`src/inc/cspt_defs.vh`:
```
// Constants for the clock source, PLL and tuning control block.
// Assumes inclusion by the design files under hdl/; definitions only.
`ifndef CSPT_DEFS_VH
`define CSPT_DEFS_VH

// ----------------------------------------------------------------
// Register map (byte addresses on the Wishbone slave)
// ----------------------------------------------------------------
`define CSPT_TUNE_IDX      12'hF9B
`define CSPT_ADDR_TUNE     14'h3E6C
`define CSPT_ADDR_CTRL     14'h3E70
`define CSPT_ADDR_STAT     14'h3E74
`define CSPT_AW            14

// ----------------------------------------------------------------
// Tuning register fields
// ----------------------------------------------------------------
`define CSPT_TUNE_RST      8'h00
`define CSPT_BIT_LFSRC     7
`define CSPT_BIT_PLL_ENABLE_BIT     6
`define CSPT_TUNE_MAX      6'h1F
`define CSPT_TUNE_MIN      6'h20

// ----------------------------------------------------------------
// Control register fields
// ----------------------------------------------------------------
`define CSPT_CTRL_RST      8'h60
`define CSPT_SCS_LSB       0
`define CSPT_INTERNAL_FREQ_SELECT_LSB      4
`define CSPT_INTERNAL_FREQ_SELECT_31K      3'h0
`define CSPT_INTERNAL_FREQ_SELECT_4M       3'h6
`define CSPT_INTERNAL_FREQ_SELECT_8M       3'h7

// ----------------------------------------------------------------
// Oscillator modes and source selects
// ----------------------------------------------------------------
`define CSPT_MODE_EXTERNAL_CLOCK_MODE_WITH_PLL    3'h7
`define CSPT_MODE_EC       3'h6
`define CSPT_MODE_CRYSTAL_MODE_WITH_PLL    3'h5
`define CSPT_MODE_HS       3'h4
`define CSPT_MODE_IOPLLO   3'h3
`define CSPT_MODE_IOPLL    3'h2
`define CSPT_MODE_IOO      3'h1
`define CSPT_MODE_IO       3'h0
`define CSPT_SCS_PRI       2'h0
`define CSPT_SCS_SEC       2'h1

// ----------------------------------------------------------------
// Timing and dividers
// ----------------------------------------------------------------
`define CSPT_LOCK_US       2000
`define CSPT_CLK_MHZ       100
`define CSPT_DIV256        8'hFF
`define CSPT_OSC_OUT_DIV   2'h3

`endif

```
`src/hdl/cspt_clkdiv.v`:
```
// Glitch-free integer divider: ratio in 1..max, phases stay whole.
// Assumes a single free-running source clock and synchronous reset.
`timescale 1ns/10ps
`default_nettype none

module cspt_clkdiv #(
  parameter W = 8
) (
  input  wire         clk,
  input  wire         rstn,
  input  wire [W-1:0] ratio_m1,
  output reg          tick
);

  reg [W-1:0] cnt;

  // ----------------------------------------------------------------
  // Counter; ratio is compared every cycle, so a change applies within the current period
  // ----------------------------------------------------------------
  always @(posedge clk) begin
    if (!rstn) begin
      cnt  <= {W{1'b0}};
      tick <= 1'b0;
    end else if (cnt >= ratio_m1) begin
      cnt  <= {W{1'b0}};
      tick <= 1'b1;
    end else begin
      cnt  <= cnt + {{(W-1){1'b0}}, 1'b1};
      tick <= 1'b0;
    end
  end

endmodule

`default_nettype wire

```
`src/hdl/cspt_top.v`:
```
// Clock source selection, PLL control, core divider and tuning register.
// Assumes oscillators arrive as enable ticks on clk; config bits static.
//
// Behaviour
// - Core clock is selected source divided by one, two, three or six; PLL output by two, four, six or twelve.
// - External clock modes run at once, no start-up wait.
// - External clock without PLL: output pin toggles at input over four.
// - External clock with PLL: output pin carries PLL output over four.
// - PLL runs only in PLL-capable mode with enable bit six set.
// - PLL takes 4 MHz reference and gives fixed 96 MHz.
// - Eight prescale ratios bring multiples of 4 MHz to reference.
// - Internal 8 MHz output clocks device and feeds postscaler.
// - RC oscillator runs when selected or any dependent feature enabled.
// - Frequency select picks 8 MHz direct, RC direct or postscaled.
// - Tuning write shifts frequency, execution continues, no done flag.
// - Non-PLL modes keep PLL off whatever the enable bit says.
// - PLL enable keeps bypass clock until lock, then switches itself.
// - Tuning field bits five to zero, signed, 011111 max, 100000 min.
// - Tuning value reaches only the 8 MHz oscillator.
// - Source select bits clear on every reset.
// - Postscaler selects 4 MHz after reset.
// - Select value 000 means 31 kHz, source from bit seven.
//
// Added by the designer: register access over Wishbone.
`timescale 1ns/10ps
`default_nettype none
`include "cspt_defs.vh"

module cspt_top #(
  parameter LOCK_CYCLES = (`CSPT_LOCK_US * `CSPT_CLK_MHZ)
) (
  input  wire        clk,
  input  wire        rstn,
  input  wire [13:0] wb_adr_i,
  input  wire [31:0] wb_dat_i,
  output reg  [31:0] wb_dat_o,
  input  wire        wb_we_i,
  input  wire [3:0]  wb_sel_i,
  input  wire        wb_stb_i,
  input  wire        wb_cyc_i,
  output reg         wb_ack_o,
  input  wire [2:0]  osc_mode_cfg,
  input  wire [2:0]  pll_prescale_cfg,
  input  wire [1:0]  core_clock_divider_cfg,
  input  wire        pwrt_en,
  input  wire        fscm_en,
  input  wire        wdt_en,
  input  wire        two_speed_en,
  input  wire        oscillator_input_pin,
  input  wire        osc_8m_tick,
  input  wire        rc_31k_tick,
  input  wire        sec_osc_tick,
  input  wire        pll_96m_tick,
  input  wire        pll_locked,
  output reg         oscillator_output_pin,
  output reg         oscillator_output_oe,
  output reg         core_clk_en,
  output reg         pll_run,
  output reg         pll_ref_tick,
  output reg         rc_osc_run,
  output reg         osc_8m_run,
  output reg  [5:0]  osc_8m_trim,
  output reg         ext_clock_ready
);

  // ----------------------------------------------------------------
  // State
  // ----------------------------------------------------------------
  localparam ST_BYPASS = 3'b001;
  localparam ST_LOCK   = 3'b010;
  localparam ST_PLL    = 3'b100;

  reg  [7:0]  oscillator_tuning;
  reg  [7:0]  clock_ctrl;
  reg  [2:0]  pll_state;
  reg  [2:0]  next_pll_state;
  reg  [31:0] lock_cnt;
  reg  [1:0]  out_cnt;
  reg         src_tick;
  reg         post_tick;
  reg         pll_sel;
  reg  [1:0]  scs_act;
  reg  [7:0]  core_ratio;
  wire        core_tick;
  wire        wb_req;
  wire        wr_stb;

  wire [1:0] system_clock_source_select       = clock_ctrl[`CSPT_SCS_LSB+1:`CSPT_SCS_LSB];
  wire [2:0] internal_freq_select      = clock_ctrl[`CSPT_INTERNAL_FREQ_SELECT_LSB+2:`CSPT_INTERNAL_FREQ_SELECT_LSB];
  wire       lfsrc     = oscillator_tuning[`CSPT_BIT_LFSRC];
  wire       pll_bit   = oscillator_tuning[`CSPT_BIT_PLL_ENABLE_BIT];

  // ----------------------------------------------------------------
  // Helper functions
  // ----------------------------------------------------------------
  function pll_capable;
    input [2:0] mode;
    begin
      pll_capable = (mode == `CSPT_MODE_EXTERNAL_CLOCK_MODE_WITH_PLL) || (mode == `CSPT_MODE_CRYSTAL_MODE_WITH_PLL) ||
                    (mode == `CSPT_MODE_IOPLLO) || (mode == `CSPT_MODE_IOPLL);
    end
  endfunction

  function is_ext_clk;
    input [2:0] mode;
    begin
      is_ext_clk = (mode == `CSPT_MODE_EC) || (mode == `CSPT_MODE_EXTERNAL_CLOCK_MODE_WITH_PLL);
    end
  endfunction

  function is_internal;
    input [2:0] mode;
    begin
      is_internal = (mode[2] == 1'b0);
    end
  endfunction

  // Postscaler log2 ratio from the 8 MHz main output
  function [3:0] post_shift;
    input [2:0] sel;
    begin
      case (sel)
        3'h1:    post_shift = 4'h6;
        3'h2:    post_shift = 4'h5;
        3'h3:    post_shift = 4'h4;
        3'h4:    post_shift = 4'h3;
        3'h5:    post_shift = 4'h2;
        3'h6:    post_shift = 4'h1;
        default: post_shift = 4'h0;
      endcase
    end
  endfunction

  // ----------------------------------------------------------------
  // Wishbone slave, one wait state
  // ----------------------------------------------------------------
  assign wb_req = wb_cyc_i & wb_stb_i & ~wb_ack_o;
  assign wr_stb = wb_req & wb_we_i & wb_sel_i[0];

  always @(posedge clk) begin
    if (!rstn) begin
      wb_ack_o          <= 1'b0;
      wb_dat_o          <= 32'h0000_0000;
      oscillator_tuning <= `CSPT_TUNE_RST;
      clock_ctrl        <= `CSPT_CTRL_RST;
    end else begin
      wb_ack_o <= wb_req;
      if (wr_stb && wb_adr_i == `CSPT_ADDR_TUNE)
        oscillator_tuning <= wb_dat_i[7:0];
      if (wr_stb && wb_adr_i == `CSPT_ADDR_CTRL)
        clock_ctrl <= wb_dat_i[7:0];
      if (wb_req && !wb_we_i) begin
        case (wb_adr_i)
          `CSPT_ADDR_TUNE: wb_dat_o <= {24'h000000, oscillator_tuning};
          `CSPT_ADDR_CTRL: wb_dat_o <= {24'h000000, clock_ctrl};
          `CSPT_ADDR_STAT: wb_dat_o <= {24'h000000, 1'b0, rc_osc_run, pll_run,
                                        pll_sel, ext_clock_ready, pll_state};
          default:         wb_dat_o <= 32'h0000_0000;
        endcase
      end
    end
  end

  // ----------------------------------------------------------------
  // Oscillator enables and trim
  // ----------------------------------------------------------------
  always @(posedge clk) begin
    if (!rstn) begin
      rc_osc_run      <= 1'b0;
      osc_8m_run      <= 1'b0;
      osc_8m_trim     <= 6'h00;
      ext_clock_ready <= 1'b0;
    end else begin
      rc_osc_run  <= (system_clock_source_select != `CSPT_SCS_PRI && internal_freq_select == `CSPT_INTERNAL_FREQ_SELECT_31K && !lfsrc) |
                     pwrt_en | fscm_en | wdt_en | two_speed_en;
      osc_8m_run  <= is_internal(osc_mode_cfg) | (system_clock_source_select != `CSPT_SCS_PRI);
      // Trim goes to the 8 MHz oscillator only; field is two's complement
      osc_8m_trim <= oscillator_tuning[5:0];
      ext_clock_ready <= is_ext_clk(osc_mode_cfg);
    end
  end

  // ----------------------------------------------------------------
  // PLL enable and lock sequencing
  // ----------------------------------------------------------------
  always @* begin
    next_pll_state = pll_state;
    case (pll_state)
      ST_BYPASS: if (pll_run) next_pll_state = ST_LOCK;
      ST_LOCK: begin
        if (!pll_run)
          next_pll_state = ST_BYPASS;
        else if (pll_locked && lock_cnt == 32'h0000_0000)
          next_pll_state = ST_PLL;
      end
      ST_PLL:  if (!pll_run) next_pll_state = ST_BYPASS;
      default: next_pll_state = ST_BYPASS;
    endcase
  end

  always @(posedge clk) begin
    if (!rstn) begin
      pll_run   <= 1'b0;
      pll_state <= ST_BYPASS;
      lock_cnt  <= 32'h0000_0000;
    end else begin
      // PLL off in non-capable modes or when not on primary source
      pll_run   <= pll_capable(osc_mode_cfg) & pll_bit &
                   (system_clock_source_select == `CSPT_SCS_PRI);
      pll_state <= next_pll_state;
      if (pll_state == ST_BYPASS)
        lock_cnt <= LOCK_CYCLES; // Wait bound covers the worst lock time
      else if (lock_cnt != 32'h0000_0000)
        lock_cnt <= lock_cnt - 32'h0000_0001;
    end
  end

  // ----------------------------------------------------------------
  // PLL reference prescaler: divide by 12,10,6,5,4,3,2,1
  // ----------------------------------------------------------------
  reg [3:0] pre_ratio;
  reg [3:0] pre_div;
  always @* begin
    case (pll_prescale_cfg)
      3'h0:    pre_ratio = 4'hC;
      3'h1:    pre_ratio = 4'hA;
      3'h2:    pre_ratio = 4'h6;
      3'h3:    pre_ratio = 4'h5;
      3'h4:    pre_ratio = 4'h4;
      3'h5:    pre_ratio = 4'h3;
      3'h6:    pre_ratio = 4'h2;
      default: pre_ratio = 4'h1;
    endcase
  end

  wire pri_tick = is_internal(osc_mode_cfg) ? osc_8m_tick : oscillator_input_pin;

  always @(posedge clk) begin
    if (!rstn) begin
      pre_div      <= 4'h0;
      pll_ref_tick <= 1'b0;
    end else begin
      pll_ref_tick <= 1'b0;
      if (pri_tick) begin
        if (pre_div + 4'h1 >= pre_ratio) begin
          pre_div      <= 4'h0;
          pll_ref_tick <= pll_run;
        end else begin
          pre_div <= pre_div + 4'h1;
        end
      end
    end
  end

  // ----------------------------------------------------------------
  // Internal postscaler and low-frequency source
  // ----------------------------------------------------------------
  reg [7:0] post_cnt;
  always @(posedge clk) begin
    if (!rstn) begin
      post_cnt  <= 8'h00;
      post_tick <= 1'b0;
    end else begin
      post_tick <= 1'b0;
      if (internal_freq_select == `CSPT_INTERNAL_FREQ_SELECT_31K) begin
        if (lfsrc) begin
          if (osc_8m_tick) begin
            post_cnt  <= post_cnt + 8'h01;
            post_tick <= (post_cnt == `CSPT_DIV256);
          end
        end else begin
          post_tick <= rc_31k_tick;
        end
      end else if (internal_freq_select == `CSPT_INTERNAL_FREQ_SELECT_8M) begin
        post_tick <= osc_8m_tick;
      end else if (osc_8m_tick) begin
        post_cnt  <= post_cnt + 8'h01;
        post_tick <= ((post_cnt & ((8'h01 << post_shift(internal_freq_select)) - 8'h01)) ==
                      ((8'h01 << post_shift(internal_freq_select)) - 8'h01));
      end
    end
  end

  // ----------------------------------------------------------------
  // Source mux; switching only between whole source ticks
  // ----------------------------------------------------------------
  always @(posedge clk) begin
    if (!rstn) begin
      scs_act  <= `CSPT_SCS_PRI;
      pll_sel  <= 1'b0;
      src_tick <= 1'b0;
    end else begin
      // Selects update on core_tick, which the divider raises every clock cycle
      if (core_tick) begin
        scs_act  <= system_clock_source_select;
        pll_sel  <= (pll_state == ST_PLL);
      end
      case (scs_act)
        `CSPT_SCS_PRI: src_tick <= pll_sel ? pll_96m_tick : pri_tick;
        `CSPT_SCS_SEC: src_tick <= sec_osc_tick;
        default:       src_tick <= post_tick;
      endcase
    end
  end

  // ----------------------------------------------------------------
  // Core divider 1, 2, 3, 6; PLL path adds the fixed divide by two
  // ----------------------------------------------------------------
  always @* begin
    case (core_clock_divider_cfg)
      2'h3:    core_ratio = 8'h00;
      2'h2:    core_ratio = 8'h01;
      2'h1:    core_ratio = 8'h02;
      default: core_ratio = 8'h05;
    endcase
    if (pll_sel && scs_act == `CSPT_SCS_PRI)
      core_ratio = {core_ratio[6:0], 1'b1};
  end

  reg [7:0] src_seen;
  always @(posedge clk) begin
    if (!rstn) begin
      src_seen    <= 8'h00;
      core_clk_en <= 1'b0;
    end else begin
      core_clk_en <= 1'b0;
      if (src_tick) begin
        if (src_seen >= core_ratio) begin
          src_seen    <= 8'h00;
          core_clk_en <= 1'b1;
        end else begin
          src_seen <= src_seen + 8'h01;
        end
      end
    end
  end

  cspt_clkdiv #(
    .W (8)
  ) u_tick (
    .clk      (clk),
    .rstn     (rstn),
    .ratio_m1 (8'h00),
    .tick     (core_tick)
  );

  // ----------------------------------------------------------------
  // Oscillator output pin: source over four in external clock modes
  // ----------------------------------------------------------------
  always @(posedge clk) begin
    if (!rstn) begin
      out_cnt               <= 2'h0;
      oscillator_output_pin <= 1'b0;
      oscillator_output_oe  <= 1'b0;
    end else begin
      oscillator_output_oe <= is_ext_clk(osc_mode_cfg) |
                              (osc_mode_cfg == `CSPT_MODE_IOPLLO) |
                              (osc_mode_cfg == `CSPT_MODE_IOO);
      if (osc_mode_cfg == `CSPT_MODE_EXTERNAL_CLOCK_MODE_WITH_PLL && pll_sel ? pll_96m_tick : pri_tick) begin
        out_cnt <= out_cnt + 2'h1;
        if (out_cnt[0])
          oscillator_output_pin <= ~out_cnt[1];
      end
    end
  end

endmodule

`default_nettype wire

```
`config.mk`:
```
export PLATFORM = sky130hd
export DESIGN_NAME = cspt_top
export DESIGN_NICKNAME = d
export VERILOG_FILES = /design/src/hdl/cspt_clkdiv.v /design/src/hdl/cspt_top.v
export VERILOG_INCLUDE_DIRS = /design/src /design/src/inc
export SDC_FILE = /design/constraint.sdc
export NUM_CORES = 1
export LEC_CHECK = 0
export ABC_AREA = 1
export ABC_CLOCK_PERIOD_IN_PS = 2100
export BUFFER_PORTS_ARGS = -buffer_cell sky130_fd_sc_hd__buf_2
export CORE_MARGIN = 2
export CORE_UTILIZATION = 40
export DETAILED_ROUTE_END_ITERATION = 6
export PLACE_DENSITY = 0.72
export REMOVE_ABC_BUFFERS = 1
export SETUP_SLACK_MARGIN = 0.3
export SYNTH_ARGS = -nofsm -noshare
export SYNTH_HDL_FRONTEND = slang
export SYNTH_SLANG_ARGS = --single-unit
```
`constraint.sdc`:
```
create_clock -name clk -period 2.1 [get_ports clk]
set_input_delay 0.105 -clock clk [delete_from_list [all_inputs] [get_ports clk]]
set_output_delay 0.105 -clock clk [all_outputs]
set_load 0.01 [all_outputs]
```
==> results.tsv <==
metric	value	unit
synthesis-stage register bit count	102	
number of flops mapped to enable cells by yosys	0	
top cells by area, synth	dfxtp_1 (38%), nor2_1 (8.5%), nand2_1 (8.2%)	
worst path arrival time	2160	ps
Root Driver	clkbuf_16	
final hold slack	22.1	ps
total negative setup slack	0	ps
clock skew	6.88	ps
final setup margin	214	ps
largest net degree at the start of global routing	27	
worst-path maximum fanout	6	
Worst R2R Path Depth	15	
mean post-synth cell area	7.22	µm²
first-pass GRT wire length	20.9	mm
CP startpoint kind	flop	
reg2reg start	clock_ctrl[5]	
worst-skew pair later-pin latency	350	ps
nature of the critical path endpoint	flop	
Post-DP Area	5920	µm²
Worst VDD drop	0.000501	V
post-route ant nets	0	
fin. max-slew vios	0	
DR WL/cell	12.4	µm
Clock transition at path regs	60	ps
Synth top cells by count	nor2_1 (122), nand2_1 (118), dfxtp_1 (102), inv_1 (93), nand3_1 (48)	
RSZ-0062 raised after global routing	yes	
nets	937	
Layout area overhead	22.4	%
RD Place Congestion	0.865	
Routed WL	12.8	mm
initial antenna violation count	0	
CTS tree	built	
worst reg2reg path endpoint	post_tick	
share of cells above drive strength 1	23.0	%
Clock Sinks	102	
Iter 0 DRT Violations	244	
# setup viols final	0	
Die ar.	14400	µm²
PD cells	608	nW/µm²
Min-Delay Path Depth	3	
drt drc	0	
cell taking the most area after synthesis	dfxtp_1	
DR pass1 iterations	7	
Syn Inst Count	746	
FP Rows	42	
Initial Util	40.8	%
Overflow after GRT	0	
final non-filler cell total	1030	
pre-CTS setup slack	31.1	ps
# Max-Cap Violations	0	
core area	13200	µm²
n_diodes	0	
CP Class	flop to flop	
Cell variety after synth	47	
Vias	5002	
worst-case clock buffer depth	2	
Crit. Startpoint	clock_ctrl[5]	
f_max	530	MHz
Netlist Area Pre-Place	5380	µm²
GRT Total Usage	17.9	%
design area	6590	µm²
average vias per placed instance	4.86	
post-synthesis sequential area ratio	37.9	%
Synth top area share	37.9	%
vias in the first global route	4486	
synth warn	0	
status	finished, final reports clean	
Final period util	89.8	%
width of the die	120	µm
Fillers	1296	
Post-DP HPWL	9.24	mm
io pins	120	
Post-synth ARST share	0	%
Tmin final	1890	ps
Hold EP	oscillator_output_oe	
Hold Fails Final Rpt	0	
cts bufs inserted	9	
HP Class	input port to flop	
count leader, synth	nor2_1	
internal reg-to-reg setup slack	210	ps
number of H-tree levels	3	
Top FF cell, synth	dfxtp_1	
min-delay src	osc_mode_cfg[0]	
IO buf count	68	
placed cells	992	
P_leak	2.99	nW
die height	120	µm
Critical Path RT	2380	ps
==> layout by cell type, fill, tap and decap left out, types with 7 or more instances in the layout <==
| cell | count |
|---|---|
| a211oi_1 | 14 |
| a21oi_1 | 38 |
| buf_2 | 68 |
| buf_4 | 30 |
| clkbuf_16 | 9 |
| conb_1 | 24 |
| dfxtp_1 | 94 |
| ha_1 | 11 |
| inv_1 | 88 |
| inv_2 | 7 |
| nand2_1 | 115 |
| nand3_1 | 43 |
| nand4_1 | 12 |
| nor2_1 | 115 |
| nor2_2 | 15 |
| nor3_1 | 15 |
| o211ai_1 | 9 |
| o21ai_0 | 16 |
| xnor2_1 | 13 |
| xor2_1 | 14 |
==> state kept, by name (all words and copies together) (netlist names), 3 cells and up <==
signal             count
osc_8m_trim            6
lock_cnt              32
wb_dat_o               8
post_cnt               8
oscillator_tuning      8
clock_ctrl             8
src_seen               8
pre_div                4
pll_state              3
==> timing repair <==
action / in CTS / in global routing
pin swaps: 14 / 20
hold buffers: 4 / 0
endpoints found under the setup margin: 10 / 26
setup buffers: 9 / 9
resized for setup: 33 / 30
hold endpoints to repair: 4 / 0
==> power breakdown <==
part	leakage (nW)	internal [W]	switching, W	total (W)
registers	0.830	0.00197	0.0000397	0.00201
clock network	0.140	0.000868	0.000722	0.00159
logic	2.02	0.000168	0.000237	0.000406
==> critical path, cell delays in order, from the launching register on <==
cell      delay, ps
dfxtp_2         330
buf_6           130
nor2_4          120
nand2_2          80
nand3_2         100
nand3_4          80
ha_4            170
o21bai_1        170
nand2_1          70
nand2_1          50
nor2_1           30
nor2_1           70
nand2_1          50
o21bai_1        140
nand2_1          70
a21oi_1         120
==> worst max-delay path by stage <==
| stage | endpoint | slack (ps) | cells past startpoint |
|---|---|---|---|
| final | post_tick | 210 | 15 |
| after global routing | src_seen[0] | 3 | 14 |
| after CTS | src_seen[0] | 210 | 14 |
| after detailed placement | src_seen[0] | 30 | 15 |
| after global placement | src_seen[0] | 110 | 15 |
| after floorplan | post_tick | 90 | 16 |
==> cell families after synthesis <==
group / after synthesis / synth area share, %
xor gates and xnor gates: 28 / 4.56
and+or+nand+nor: 363 / 31.2
other: 1 / 0.0697
muxes: 1 / 0.186
AOI/OAI and AO/OA: 99 / 10.9
DFF: 102 / 37.9
buffers and inverters: 137 / 11.6
adders and majority gates: 15 / 3.49
==> metrics by stage <==
step / util [%] / power (W)
2_1_floorplan: - / 0.00227
3_3_place_gp: 44.9 / 0.00239
3_5_place_dp: 44.9 / 0.00240
4_1_cts: 48.5 / 0.00400
5_1_grt: 50.0 / 0.00418
6_report: 50.0 / 0.00401
==> cell type report <==
cell class              instances  area (µm²)  share of cell area, %
multi-input cells             530        2970                   45.1
repair buffers                109         693                   10.5
flip-flops and latches        102        2060                   31.2
inverters                      97         367                   5.56
well taps                     176         220                   3.34
clock buffers                  13         260                   3.95
clock inverters                 3        18.8                  0.285
==> metal layers <==
metal / global-route usage, % / up-vias / wire length (µm)
li1: - / 2580 / -
met1: 23.4 / 2270 / 5870
met2: 29.0 / 130 / 5970
met3: 3.56 / 22 / 630
met4: 6.76 / 0 / 295
met5: 0 / - / 0
No activity file was read; power rests on OpenSTA's default activity.
